===== config.mk =====
export PLATFORM = sky130hd
export DESIGN_NAME = lcpwm_top
export DESIGN_NICKNAME = d
export VERILOG_FILES = /design/src/hw/lcpwm_pkg.sv /design/src/hw/lcpwm_fifo_if.sv /design/src/hw/lcpwm_fifo.sv /design/src/hw/lcpwm_top.sv
export SDC_FILE = /design/constraint.sdc
export NUM_CORES = 2
export LEC_CHECK = 0
export ABC_AREA = 1
export BUFFER_PORTS_ARGS = -buffer_cell sky130_fd_sc_hd__buf_2
export CORE_ASPECT_RATIO = 0.8
export CORE_MARGIN = 2
export CORE_UTILIZATION = 30
export DETAILED_ROUTE_END_ITERATION = 6
export GPL_TIMING_DRIVEN = 1
export SLEW_MARGIN = 20
export SYNTH_ARGS = -nofsm -noshare
export SYNTH_HDL_FRONTEND = slang
export SYNTH_SLANG_ARGS = --single-unit

===== constraint.sdc =====
create_clock -name I_REF_CLK -period 5.5 [get_ports I_REF_CLK]
set_input_delay 0 -clock I_REF_CLK [delete_from_list [all_inputs] [get_ports I_REF_CLK]]
set_output_delay 0 -clock I_REF_CLK [all_outputs]
set_load 0.01 [all_outputs]

===== src/hw/lcpwm_pkg.sv =====
package lcpwm_pkg;
  // Channel count and field widths
  localparam int NUM_CH = 16;
  localparam int GS_W = 12;
  localparam int DC_W = 6;
  localparam int GS_FRAME = 192;
  localparam int DC_FRAME = 96;
  localparam int SHIFT_W = 192;
  // Nonvolatile default current scale (all ones)
  localparam logic [5:0] DC_DEFAULT = 6'h3F;
  localparam logic [11:0] GS_CNT_START = 12'h000;
  // Stagger between neighbouring channels
  localparam int CLK_PERIOD_NS = 40;
  localparam int STAGGER_NS = 20;
  // Shortest step is one cycle, so 20 ns rounds up to one clock per channel
  localparam int STAGGER_CYC = (STAGGER_NS + CLK_PERIOD_NS - 1) / CLK_PERIOD_NS;
  localparam int DLY_DEPTH = (NUM_CH - 1) * STAGGER_CYC + 1;
  // Status FIFO shape
  localparam int FIFO_W = 1;
  localparam int FIFO_D = 16;
  localparam int FIFO_AW = 4;

  // Channel slice of a packed word, channel 0 in the low bits
  function automatic logic [11:0] lcpwm_gs_of(input logic [191:0] v, input int ch);
    lcpwm_gs_of = v[ch*GS_W +: GS_W];
  endfunction : lcpwm_gs_of

  function automatic logic [5:0] lcpwm_dc_of(input logic [95:0] v, input int ch);
    lcpwm_dc_of = v[ch*DC_W +: DC_W];
  endfunction : lcpwm_dc_of
endpackage : lcpwm_pkg


===== src/hw/lcpwm_fifo_if.sv =====
`timescale 1ns/1ps
interface lcpwm_fifo_if #(parameter int W = 1);
  logic in_valid;
  logic in_ready;
  logic [W-1:0] in_data;
  logic out_valid;
  logic out_ready;
  logic [W-1:0] out_data;
  modport fifo (input in_valid, in_data, out_ready, output in_ready, out_valid, out_data);
  modport user (output in_valid, in_data, out_ready, input in_ready, out_valid, out_data);
endinterface : lcpwm_fifo_if


===== src/hw/lcpwm_fifo.sv =====
`timescale 1ns/1ps
module lcpwm_fifo
  import lcpwm_pkg::*;
#(
  parameter int W = 1,
  parameter int D = 16,
  parameter int AW = 4
) (
  input wire logic i_clk,
  input wire logic i_ce,
  input wire logic i_rst_n,
  input wire logic i_flush,
  lcpwm_fifo_if.fifo f
);
  logic [W-1:0] mem [D];
  logic [AW:0] wr_ptr, rd_ptr, next_wr_ptr, next_rd_ptr;
  logic [W-1:0] rdata, next_rdata;
  logic rvalid, next_rvalid;
  logic full, empty, push, pop, load;

  // Count uses an extra pointer bit so full and empty are exact
  assign full = (wr_ptr[AW-1:0] == rd_ptr[AW-1:0]) && (wr_ptr[AW] != rd_ptr[AW]);
  assign empty = (wr_ptr == rd_ptr);
  assign f.in_ready = !full;
  assign f.out_valid = rvalid;
  assign f.out_data = rdata;
  assign push = f.in_valid && !full;
  // Output register refills when empty or being taken
  assign load = !empty && (!rvalid || f.out_ready);
  assign pop = load;

  always_comb begin
    next_wr_ptr = push ? wr_ptr + 1'b1 : wr_ptr;
    next_rd_ptr = pop ? rd_ptr + 1'b1 : rd_ptr;
    next_rdata = load ? mem[rd_ptr[AW-1:0]] : rdata;
    next_rvalid = load ? 1'b1 : (f.out_ready ? 1'b0 : rvalid);
    if (i_flush) begin
      next_wr_ptr = '0;
      next_rd_ptr = '0;
      next_rvalid = 1'b0;
    end
  end

  // Storage and pointers; flush empties it on each new frame
  always_ff @(posedge i_clk) begin
    if (!i_rst_n) begin
      wr_ptr <= '0;
      rd_ptr <= '0;
      rvalid <= 1'b0;
      rdata <= '0;
    end else if (i_ce) begin
      wr_ptr <= next_wr_ptr;
      rd_ptr <= next_rd_ptr;
      rvalid <= next_rvalid;
      rdata <= next_rdata;
      if (push) begin
        mem[wr_ptr[AW-1:0]] <= f.in_data;
      end
    end
  end
endmodule : lcpwm_fifo


===== src/hw/lcpwm_top.sv =====
`timescale 1ns/1ps
module lcpwm_top
  import lcpwm_pkg::*;
(
  input wire logic I_REF_CLK,
  input wire logic I_RST_N,
  input wire logic I_CE,
  input wire logic I_SHIFT_CLK,
  input wire logic I_SERIAL_IN_PIN,
  input wire logic I_LATCH_STROBE,
  input wire logic I_PROGRAMMING_MODE_INPUT,
  input wire logic I_PROG_LEVEL,
  input wire logic I_CURRENT_SCALE_SOURCE_SELECT,
  input wire logic I_BLANK,
  input wire logic I_GS_REF_CLK,
  input wire logic [15:0] I_OPEN_LED_DETECT,
  input wire logic I_OVERTEMP_FLAG,
  output logic O_SERIAL_OUT_PIN,
  output logic [15:0] O_CHANNEL_SINK_OUTPUT,
  output logic [95:0] O_CURRENT_SCALE_SETTING,
  output logic O_ERROR_FLAG_OUTPUT_O,
  output logic O_ERROR_FLAG_OUTPUT_OE,
  output logic O_STATUS_VALID
);
  typedef enum logic [2:0] {
    LCPWM_IDLE = 3'b001,
    LCPWM_LATCH = 3'b010,
    LCPWM_PROG = 3'b100
  } lcpwm_state_t;

  // Two-flop synchronisers for all pins from outside the clock domain
  logic [7:0] sync1, sync2;
  logic [15:0] lod_s1, lod_s2;
  logic sclk_d, gsclk_d;
  logic ot_s1, ot_s2;
  logic sclk, sdin, latch, mode, prog, srcsel, blank, gsclk;
  assign sclk = sync2[0];
  assign sdin = sync2[1];
  assign latch = sync2[2];
  assign mode = sync2[3];
  assign prog = sync2[4];
  assign srcsel = sync2[5];
  assign blank = sync2[6];
  assign gsclk = sync2[7];

  always_ff @(posedge I_REF_CLK) begin
    if (!I_RST_N) begin
      sync1 <= 8'h00;
      sync2 <= 8'h00;
      lod_s1 <= 16'h0000;
      lod_s2 <= 16'h0000;
      sclk_d <= 1'b0;
      gsclk_d <= 1'b0;
      ot_s1 <= 1'b0;
      ot_s2 <= 1'b0;
    end else if (I_CE) begin
      sync1 <= {I_GS_REF_CLK, I_BLANK, I_CURRENT_SCALE_SOURCE_SELECT, I_PROG_LEVEL,
                I_PROGRAMMING_MODE_INPUT, I_LATCH_STROBE, I_SERIAL_IN_PIN, I_SHIFT_CLK};
      sync2 <= sync1;
      lod_s1 <= I_OPEN_LED_DETECT;
      lod_s2 <= lod_s1;
      sclk_d <= sclk;
      gsclk_d <= gsclk;
      ot_s1 <= I_OVERTEMP_FLAG;
      ot_s2 <= ot_s1;
    end
  end

  logic sclk_rise, gsclk_rise, latch_fall, latch_d;
  assign sclk_rise = sclk && !sclk_d;
  assign gsclk_rise = gsclk && !gsclk_d;
  assign latch_fall = latch_d && !latch;

  // Shift register, grayscale and scale registers, nonvolatile copy
  logic [191:0] shreg, next_shreg;
  logic [191:0] gs_reg, next_gs_reg;
  logic [95:0] dc_reg, next_dc_reg;
  logic [95:0] dc_nv, next_dc_nv;
  logic [15:0] status, next_status;
  logic [7:0] bitcnt, next_bitcnt;
  lcpwm_state_t state, next_state;

  // Status FIFO feeds the shift register tail after a latch
  lcpwm_fifo_if #(.W(FIFO_W)) stq ();
  logic [4:0] load_idx, next_load_idx;
  logic flush;
  assign flush = latch_fall;
  assign stq.in_valid = (load_idx != 5'h00);
  assign stq.in_data = status[load_idx[3:0] - 4'h1];
  assign stq.out_ready = sclk_rise;

  lcpwm_fifo #(.W(FIFO_W), .D(FIFO_D), .AW(FIFO_AW)) u_fifo (
    .i_clk(I_REF_CLK),
    .i_ce(I_CE),
    .i_rst_n(I_RST_N),
    .i_flush(flush),
    .f(stq.fifo)
  );

  always_comb begin
    next_shreg = shreg;
    next_gs_reg = gs_reg;
    next_dc_reg = dc_reg;
    next_dc_nv = dc_nv;
    next_status = status;
    next_bitcnt = bitcnt;
    next_state = state;
    next_load_idx = load_idx;
    if (stq.in_valid && stq.in_ready) begin
      next_load_idx = load_idx - 5'h01;
    end
    // Rising shift clock takes one bit, MSB first; status bit enters if queued
    if (sclk_rise) begin
      next_shreg = {shreg[190:0], stq.out_valid ? stq.out_data[0] : sdin};
      next_bitcnt = (bitcnt == 8'hFF) ? bitcnt : bitcnt + 8'h01;
    end
    case (state)
      LCPWM_IDLE: begin
        if (latch) begin
          next_state = LCPWM_LATCH;
        end else if (prog && srcsel) begin
          next_state = LCPWM_PROG;
        end
      end
      LCPWM_LATCH: begin
        // Transparent while latch high; frame length set by host
        if (!mode) begin
          next_gs_reg = shreg;
        end else begin
          next_dc_reg = shreg[95:0];
        end
        if (!latch) begin
          next_state = LCPWM_IDLE;
        end
      end
      LCPWM_PROG: begin
        next_dc_nv = dc_reg;
        if (!(prog && srcsel)) begin
          next_state = LCPWM_IDLE;
        end
      end
      default: next_state = LCPWM_IDLE;
    endcase
    // Status captured when latch falls; queued for shift out
    if (latch_fall) begin
      next_status = lod_s2;
      next_load_idx = 5'h10;
      next_bitcnt = 8'h00;
    end
  end

  always_ff @(posedge I_REF_CLK) begin
    if (!I_RST_N) begin
      shreg <= '0;
      gs_reg <= '0;
      dc_reg <= '0;
      dc_nv <= {NUM_CH{DC_DEFAULT}};
      status <= 16'h0000;
      bitcnt <= 8'h00;
      state <= LCPWM_IDLE;
      load_idx <= 5'h00;
      latch_d <= 1'b0;
    end else if (I_CE) begin
      shreg <= next_shreg;
      gs_reg <= next_gs_reg;
      dc_reg <= next_dc_reg;
      dc_nv <= next_dc_nv;
      status <= next_status;
      bitcnt <= next_bitcnt;
      state <= next_state;
      load_idx <= next_load_idx;
      latch_d <= latch;
    end
  end

  // Grayscale counter on its own reference clock edge, cleared by blank
  logic [11:0] gs_cnt, next_gs_cnt;
  logic [15:0] pwm_raw, next_pwm_raw;
  logic [DLY_DEPTH-1:0] dly [NUM_CH];
  always_comb begin
    next_gs_cnt = gs_cnt;
    if (blank) begin
      next_gs_cnt = GS_CNT_START;
    end else if (gsclk_rise && gs_cnt != 12'hFFF) begin
      next_gs_cnt = gs_cnt + 12'h001;
    end
    for (int ch = 0; ch < NUM_CH; ch++) begin
      next_pwm_raw[ch] = !blank && (gs_cnt < lcpwm_gs_of(gs_reg, ch));
    end
  end

  always_ff @(posedge I_REF_CLK) begin
    if (!I_RST_N) begin
      gs_cnt <= GS_CNT_START;
      pwm_raw <= 16'h0000;
      for (int ch = 0; ch < NUM_CH; ch++) begin
        dly[ch] <= '0;
      end
    end else if (I_CE) begin
      gs_cnt <= next_gs_cnt;
      pwm_raw <= next_pwm_raw;
      // Delay line per channel; channel n taps n stagger steps later
      for (int ch = 0; ch < NUM_CH; ch++) begin
        dly[ch] <= {dly[ch][DLY_DEPTH-2:0], pwm_raw[ch]};
      end
    end
  end

  // Outputs registered; blank kills outputs at once rather than waiting
  logic [15:0] next_out;
  logic [95:0] next_scale;
  always_comb begin
    for (int ch = 0; ch < NUM_CH; ch++) begin
      next_out[ch] = !blank && dly[ch][ch*STAGGER_CYC];
    end
    for (int ch = 0; ch < NUM_CH; ch++) begin
      next_scale[ch*DC_W +: DC_W] = srcsel ? lcpwm_dc_of(dc_reg, ch)
                                           : lcpwm_dc_of(dc_nv, ch);
    end
  end

  always_ff @(posedge I_REF_CLK) begin
    if (!I_RST_N) begin
      O_CHANNEL_SINK_OUTPUT <= 16'h0000;
      O_CURRENT_SCALE_SETTING <= {NUM_CH{DC_DEFAULT}};
      O_SERIAL_OUT_PIN <= 1'b0;
      O_ERROR_FLAG_OUTPUT_O <= 1'b0;
      O_ERROR_FLAG_OUTPUT_OE <= 1'b0;
      O_STATUS_VALID <= 1'b0;
    end else if (I_CE) begin
      O_CHANNEL_SINK_OUTPUT <= next_out;
      O_CURRENT_SCALE_SETTING <= next_scale;
      O_SERIAL_OUT_PIN <= shreg[191];
      O_ERROR_FLAG_OUTPUT_O <= 1'b0;
      // Open-LED masked by blank so overtemp can be told apart
      O_ERROR_FLAG_OUTPUT_OE <= ot_s2 | (|lod_s2 & ~blank);
      O_STATUS_VALID <= (bitcnt != 8'h00) || stq.out_valid;
    end
  end

endmodule : lcpwm_top


==> results.md <==
* Filler instances at 13,700
* Clock Latency Late Sink at 0.67 ns
* CTS Buf Count at 102
* Status: complete, no violations
* Post-Synth Adder-Cell Area at 5.79%
* Total grt overflow at 0
* Chip height at 330 µm
* Die area at 136,000 µm²
* Worst IR Drop VDD at 0.264 mV
* Fin. max-slew vios at 0
* Antenna diode count at 0
* Seq/Total Area, Yosys at 52.3%
* Critical Path Start Type: input port
* DRT Pass-1 Iters at 5
* Area delta synth->final at 14.5%
* Crit Path Class: in -> reg
* Antenna Violating Nets Remaining at 0
* PostCTS Resize Cnt at 0
* Met2 track demand over resource at 22.3%
* Fraction of synthesized area in multiplexers at 0%
* Hold WS at 0.0778 ns
* Combinational family with the most area after synthesis: compound AO/OA/AOI/OAI gates
* Arr. time, crit path at 3.57 ns
* Max incr delay on CP at 0.82 ns
* Post-DP Area at 42,100 µm²
* Initial antenna violation count at 0
* Vias/cell at 4.57
* Slew HR at 24.9%
* Worst Path Buf+Inv at 3
* Final TNS setup at 0 ns
* Most Crowded Layer GR: met2
* GRT Util Overall at 13.4%
* DPL Wire Length at 54,500 µm
* Clock skew at 0.0224 ns
* RD Place Congestion at 0.773
* Synth Area in Compound Gates at 17.4%
* Cell mode on critical path: nand2_1
* Synth Area in XOR/XNOR at 0.110%
* Maximum Capacitance Violations at 0
* Global-route wire length before repair at 152,000 µm
* Synthesized flop and latch total at 968
* Pwr/cell area at 353 nW/µm²
* Worst-path clk slew at 0.06 ns
* Inst Count DP at 6,574
* Syn nets at 5,139
* # IOs at 144
* Register area at 20,900 µm²
* Drt total wl at 92,900 µm
* Row count at 119
* Leakage power at 18.2 nW
* CP required at 6.10 ns
* Cell chain of the critical path: dlygate4sd3_1, buf_8, nand2_4, nor2_4, clkinv_1, nor2_1, o21ai_0, a21oi_1, nand2_1, nand2_1
* Vias in the first global route at 28,900
* Initial drt markers at 2,305
* Worst Hold Class: in -> reg
* Root Buffer: clkbuf_16
* Non-filler cells, final at 6,784
* CTS sink count at 968
* Yosys warns at 0
* Syn_area_per_cell at 8.11 µm²
* Fmax at 0.337 GHz
* Footprint of the multi-input gates at 15,200 µm²
* Number of H-tree levels at 3
* Cell count after synthesis at 4,926
* Post-CTS setup buffer count at 0
* Synth cell types at 41
* Slowest-stage cell, CP: clkinv_1
* Final Hold Fails at 0
* Crit Path Max Fanout at 114
* Post-synthesis instance area at 40,000 µm²
* Final Cycle Share at 53.9%
* Routed vias at 31,000
* DRC Markers at 0
* CP endpoint kind: flop
* Met3 Track Usage GR at 1.82%
* Finished Cell Area at 45,700 µm²
* Crit path max-delay family: buffers and inverters
* Layout cells sized above 1 at 7.14%
* Clk buf depth at 3
* Tightest Pin Transition at 1.12 ns
* Initial core utilization at 30.3%
* Largest net degree at the start of global routing at 234
* Core Box Area at 132,000 µm²
* RSZ-0062 raised after global routing: false
* Die W at 412 µm
* GR Layer Usage met1 at 18.2%
* Routed len/inst at 13.7 µm
* PortBufs at 142
* CTS tree: built
* Final setup viols at 0
* Nets at 5,164
* Synth Area in Simple Gates at 14.6%
* # hold bufs at CTS at 27
* Min Tclk post-route at 2.97 ns
## per-stage QoR
step / power, mW / setup slack, ns / utilization (%)
after floorplan: 8.94 / 0.451 / -
after global placement: 9.31 / 2.46 / 31.9
after detailed placement: 9.35 / 2.45 / 31.9
after CTS: 16.3 / 2.50 / 34.7
after global routing: 16.9 / 2.22 / 34.7
final: 16.2 / 2.53 / 34.7
## cells in the mapped netlist, drive strengths merged
| master | n | area [µm²] |
|---|---|---|
| a211oi | 5 | 37.5 |
| a21boi | 17 | 128 |
| a21o | 2 | 15.0 |
| a21oi | 585 | 2930 |
| a22o | 16 | 140 |
| a31oi | 1 | 6.26 |
| buf | 93 | 482 |
| clkbuf | 195 | 732 |
| clkinv | 3 | 11.3 |
| conb | 1 | 3.75 |
| dfxtp | 816 | 16300 |
| edfxtp | 152 | 4560 |
| ha | 185 | 2310 |
| inv | 714 | 2680 |
| nand2 | 1102 | 4140 |
| nand3 | 47 | 250 |
| nand3b | 3 | 22.5 |
| nand4 | 21 | 131 |
| nor2 | 306 | 1160 |
| nor3 | 17 | 85.1 |
| nor3b | 2 | 15.0 |
| nor4 | 3 | 18.8 |
| o2111ai | 1 | 8.76 |
| o211a | 8 | 80.1 |
| o211ai | 99 | 743 |
| o21a | 17 | 128 |
| o21ai | 373 | 1870 |
| o21bai | 17 | 128 |
| o22ai | 119 | 744 |
| o31ai | 1 | 7.51 |
| xnor2 | 1 | 8.76 |
| xor2 | 4 | 35.0 |
## cells by family (layout without fill, tap and decap cells)
family,Yosys count,count (layout)
AND/OR/NAND/NOR,1501,1501
AO/OA/AOI/OAI,1261,1261
buffers and inverters,1005,1109
flip-flops,968,968
adder cells (fa/ha/maj),185,185
XOR/XNOR,5,5
other,1,1
## cells in the final DEF, fill, tap and decap left out, drive strengths merged, types with 5 or more instances in the layout
cell         Yosys  final
a21oi          585    585
edfxtp         152    152
nand4           21     21
nand3           47     47
o21a            17     17
nor2           306    306
ha             185    185
o211ai          99     99
inv            714    721
nand2         1102   1102
o211a            8      8
dfxtp          816    816
o21ai          373    373
nor3            17     17
clkbuf         195    151
bufinv           0      7
dlygate4sd3      0     27
clkinv           3     17
a21boi          17     17
buf             93    182
a22o            16     16
o22ai          119    119
o21bai          17     17
a211oi           5      5
## where the power goes
| group | internal [mW] | leakage, nW | switching, mW | total (mW) |
|---|---|---|---|---|
| clock | 4.11 | 1.66 | 2.84 | 6.95 |
| combinational | 0.475 | 8.28 | 1.03 | 1.50 |
| sequential | 7.54 | 8.25 | 0.163 | 7.70 |
## worst paths after layout
kind / from / to / slack, ns / depth (start not counted)
max: I_RST_N / pwm_raw[1] / 2.53 / 10
min reg2reg: dly[1][127] / O_CHANNEL_SINK_OUTPUT[15] / 0.45 / 1
max reg2reg: state[2] / dc_reg[72] / 2.79 / 5
min: I_OPEN_LED_DETECT[11] / lod_s1[11] / 0.08 / 4
## worst register-to-register path, cell delays in order, from the launching register on
cell	delay [ns]
dfxtp_1	0.35
nor2_1	0.28
nand4_1	0.92
buf_12	0.58
o21ai_0	0.40
a21oi_1	0.06
## routing by layer
metal | up-vias | share of wire (%) | routed length [µm]
li1 | 16000 | - | -
met1 | 14400 | 48 | 44900
met2 | 475 | 46 | 42500
met3 | 136 | 3.7 | 3450
met4 | 0 | 2.2 | 2060
met5 | - | 0 | 0
## cell type report
type | count | share of cell area [%]
Timing Repair Buffer | 209 | 2.96
Clock buffer | 151 | 6.59
Clock inverter | 32 | 0.823
Tap cell | 1754 | 4.80
Inverter | 717 | 5.93
Sequential cell | 968 | 45.7
Multi-Input combinational cell | 2953 | 33.2
No activity file was read; power rests on OpenSTA's default activity.
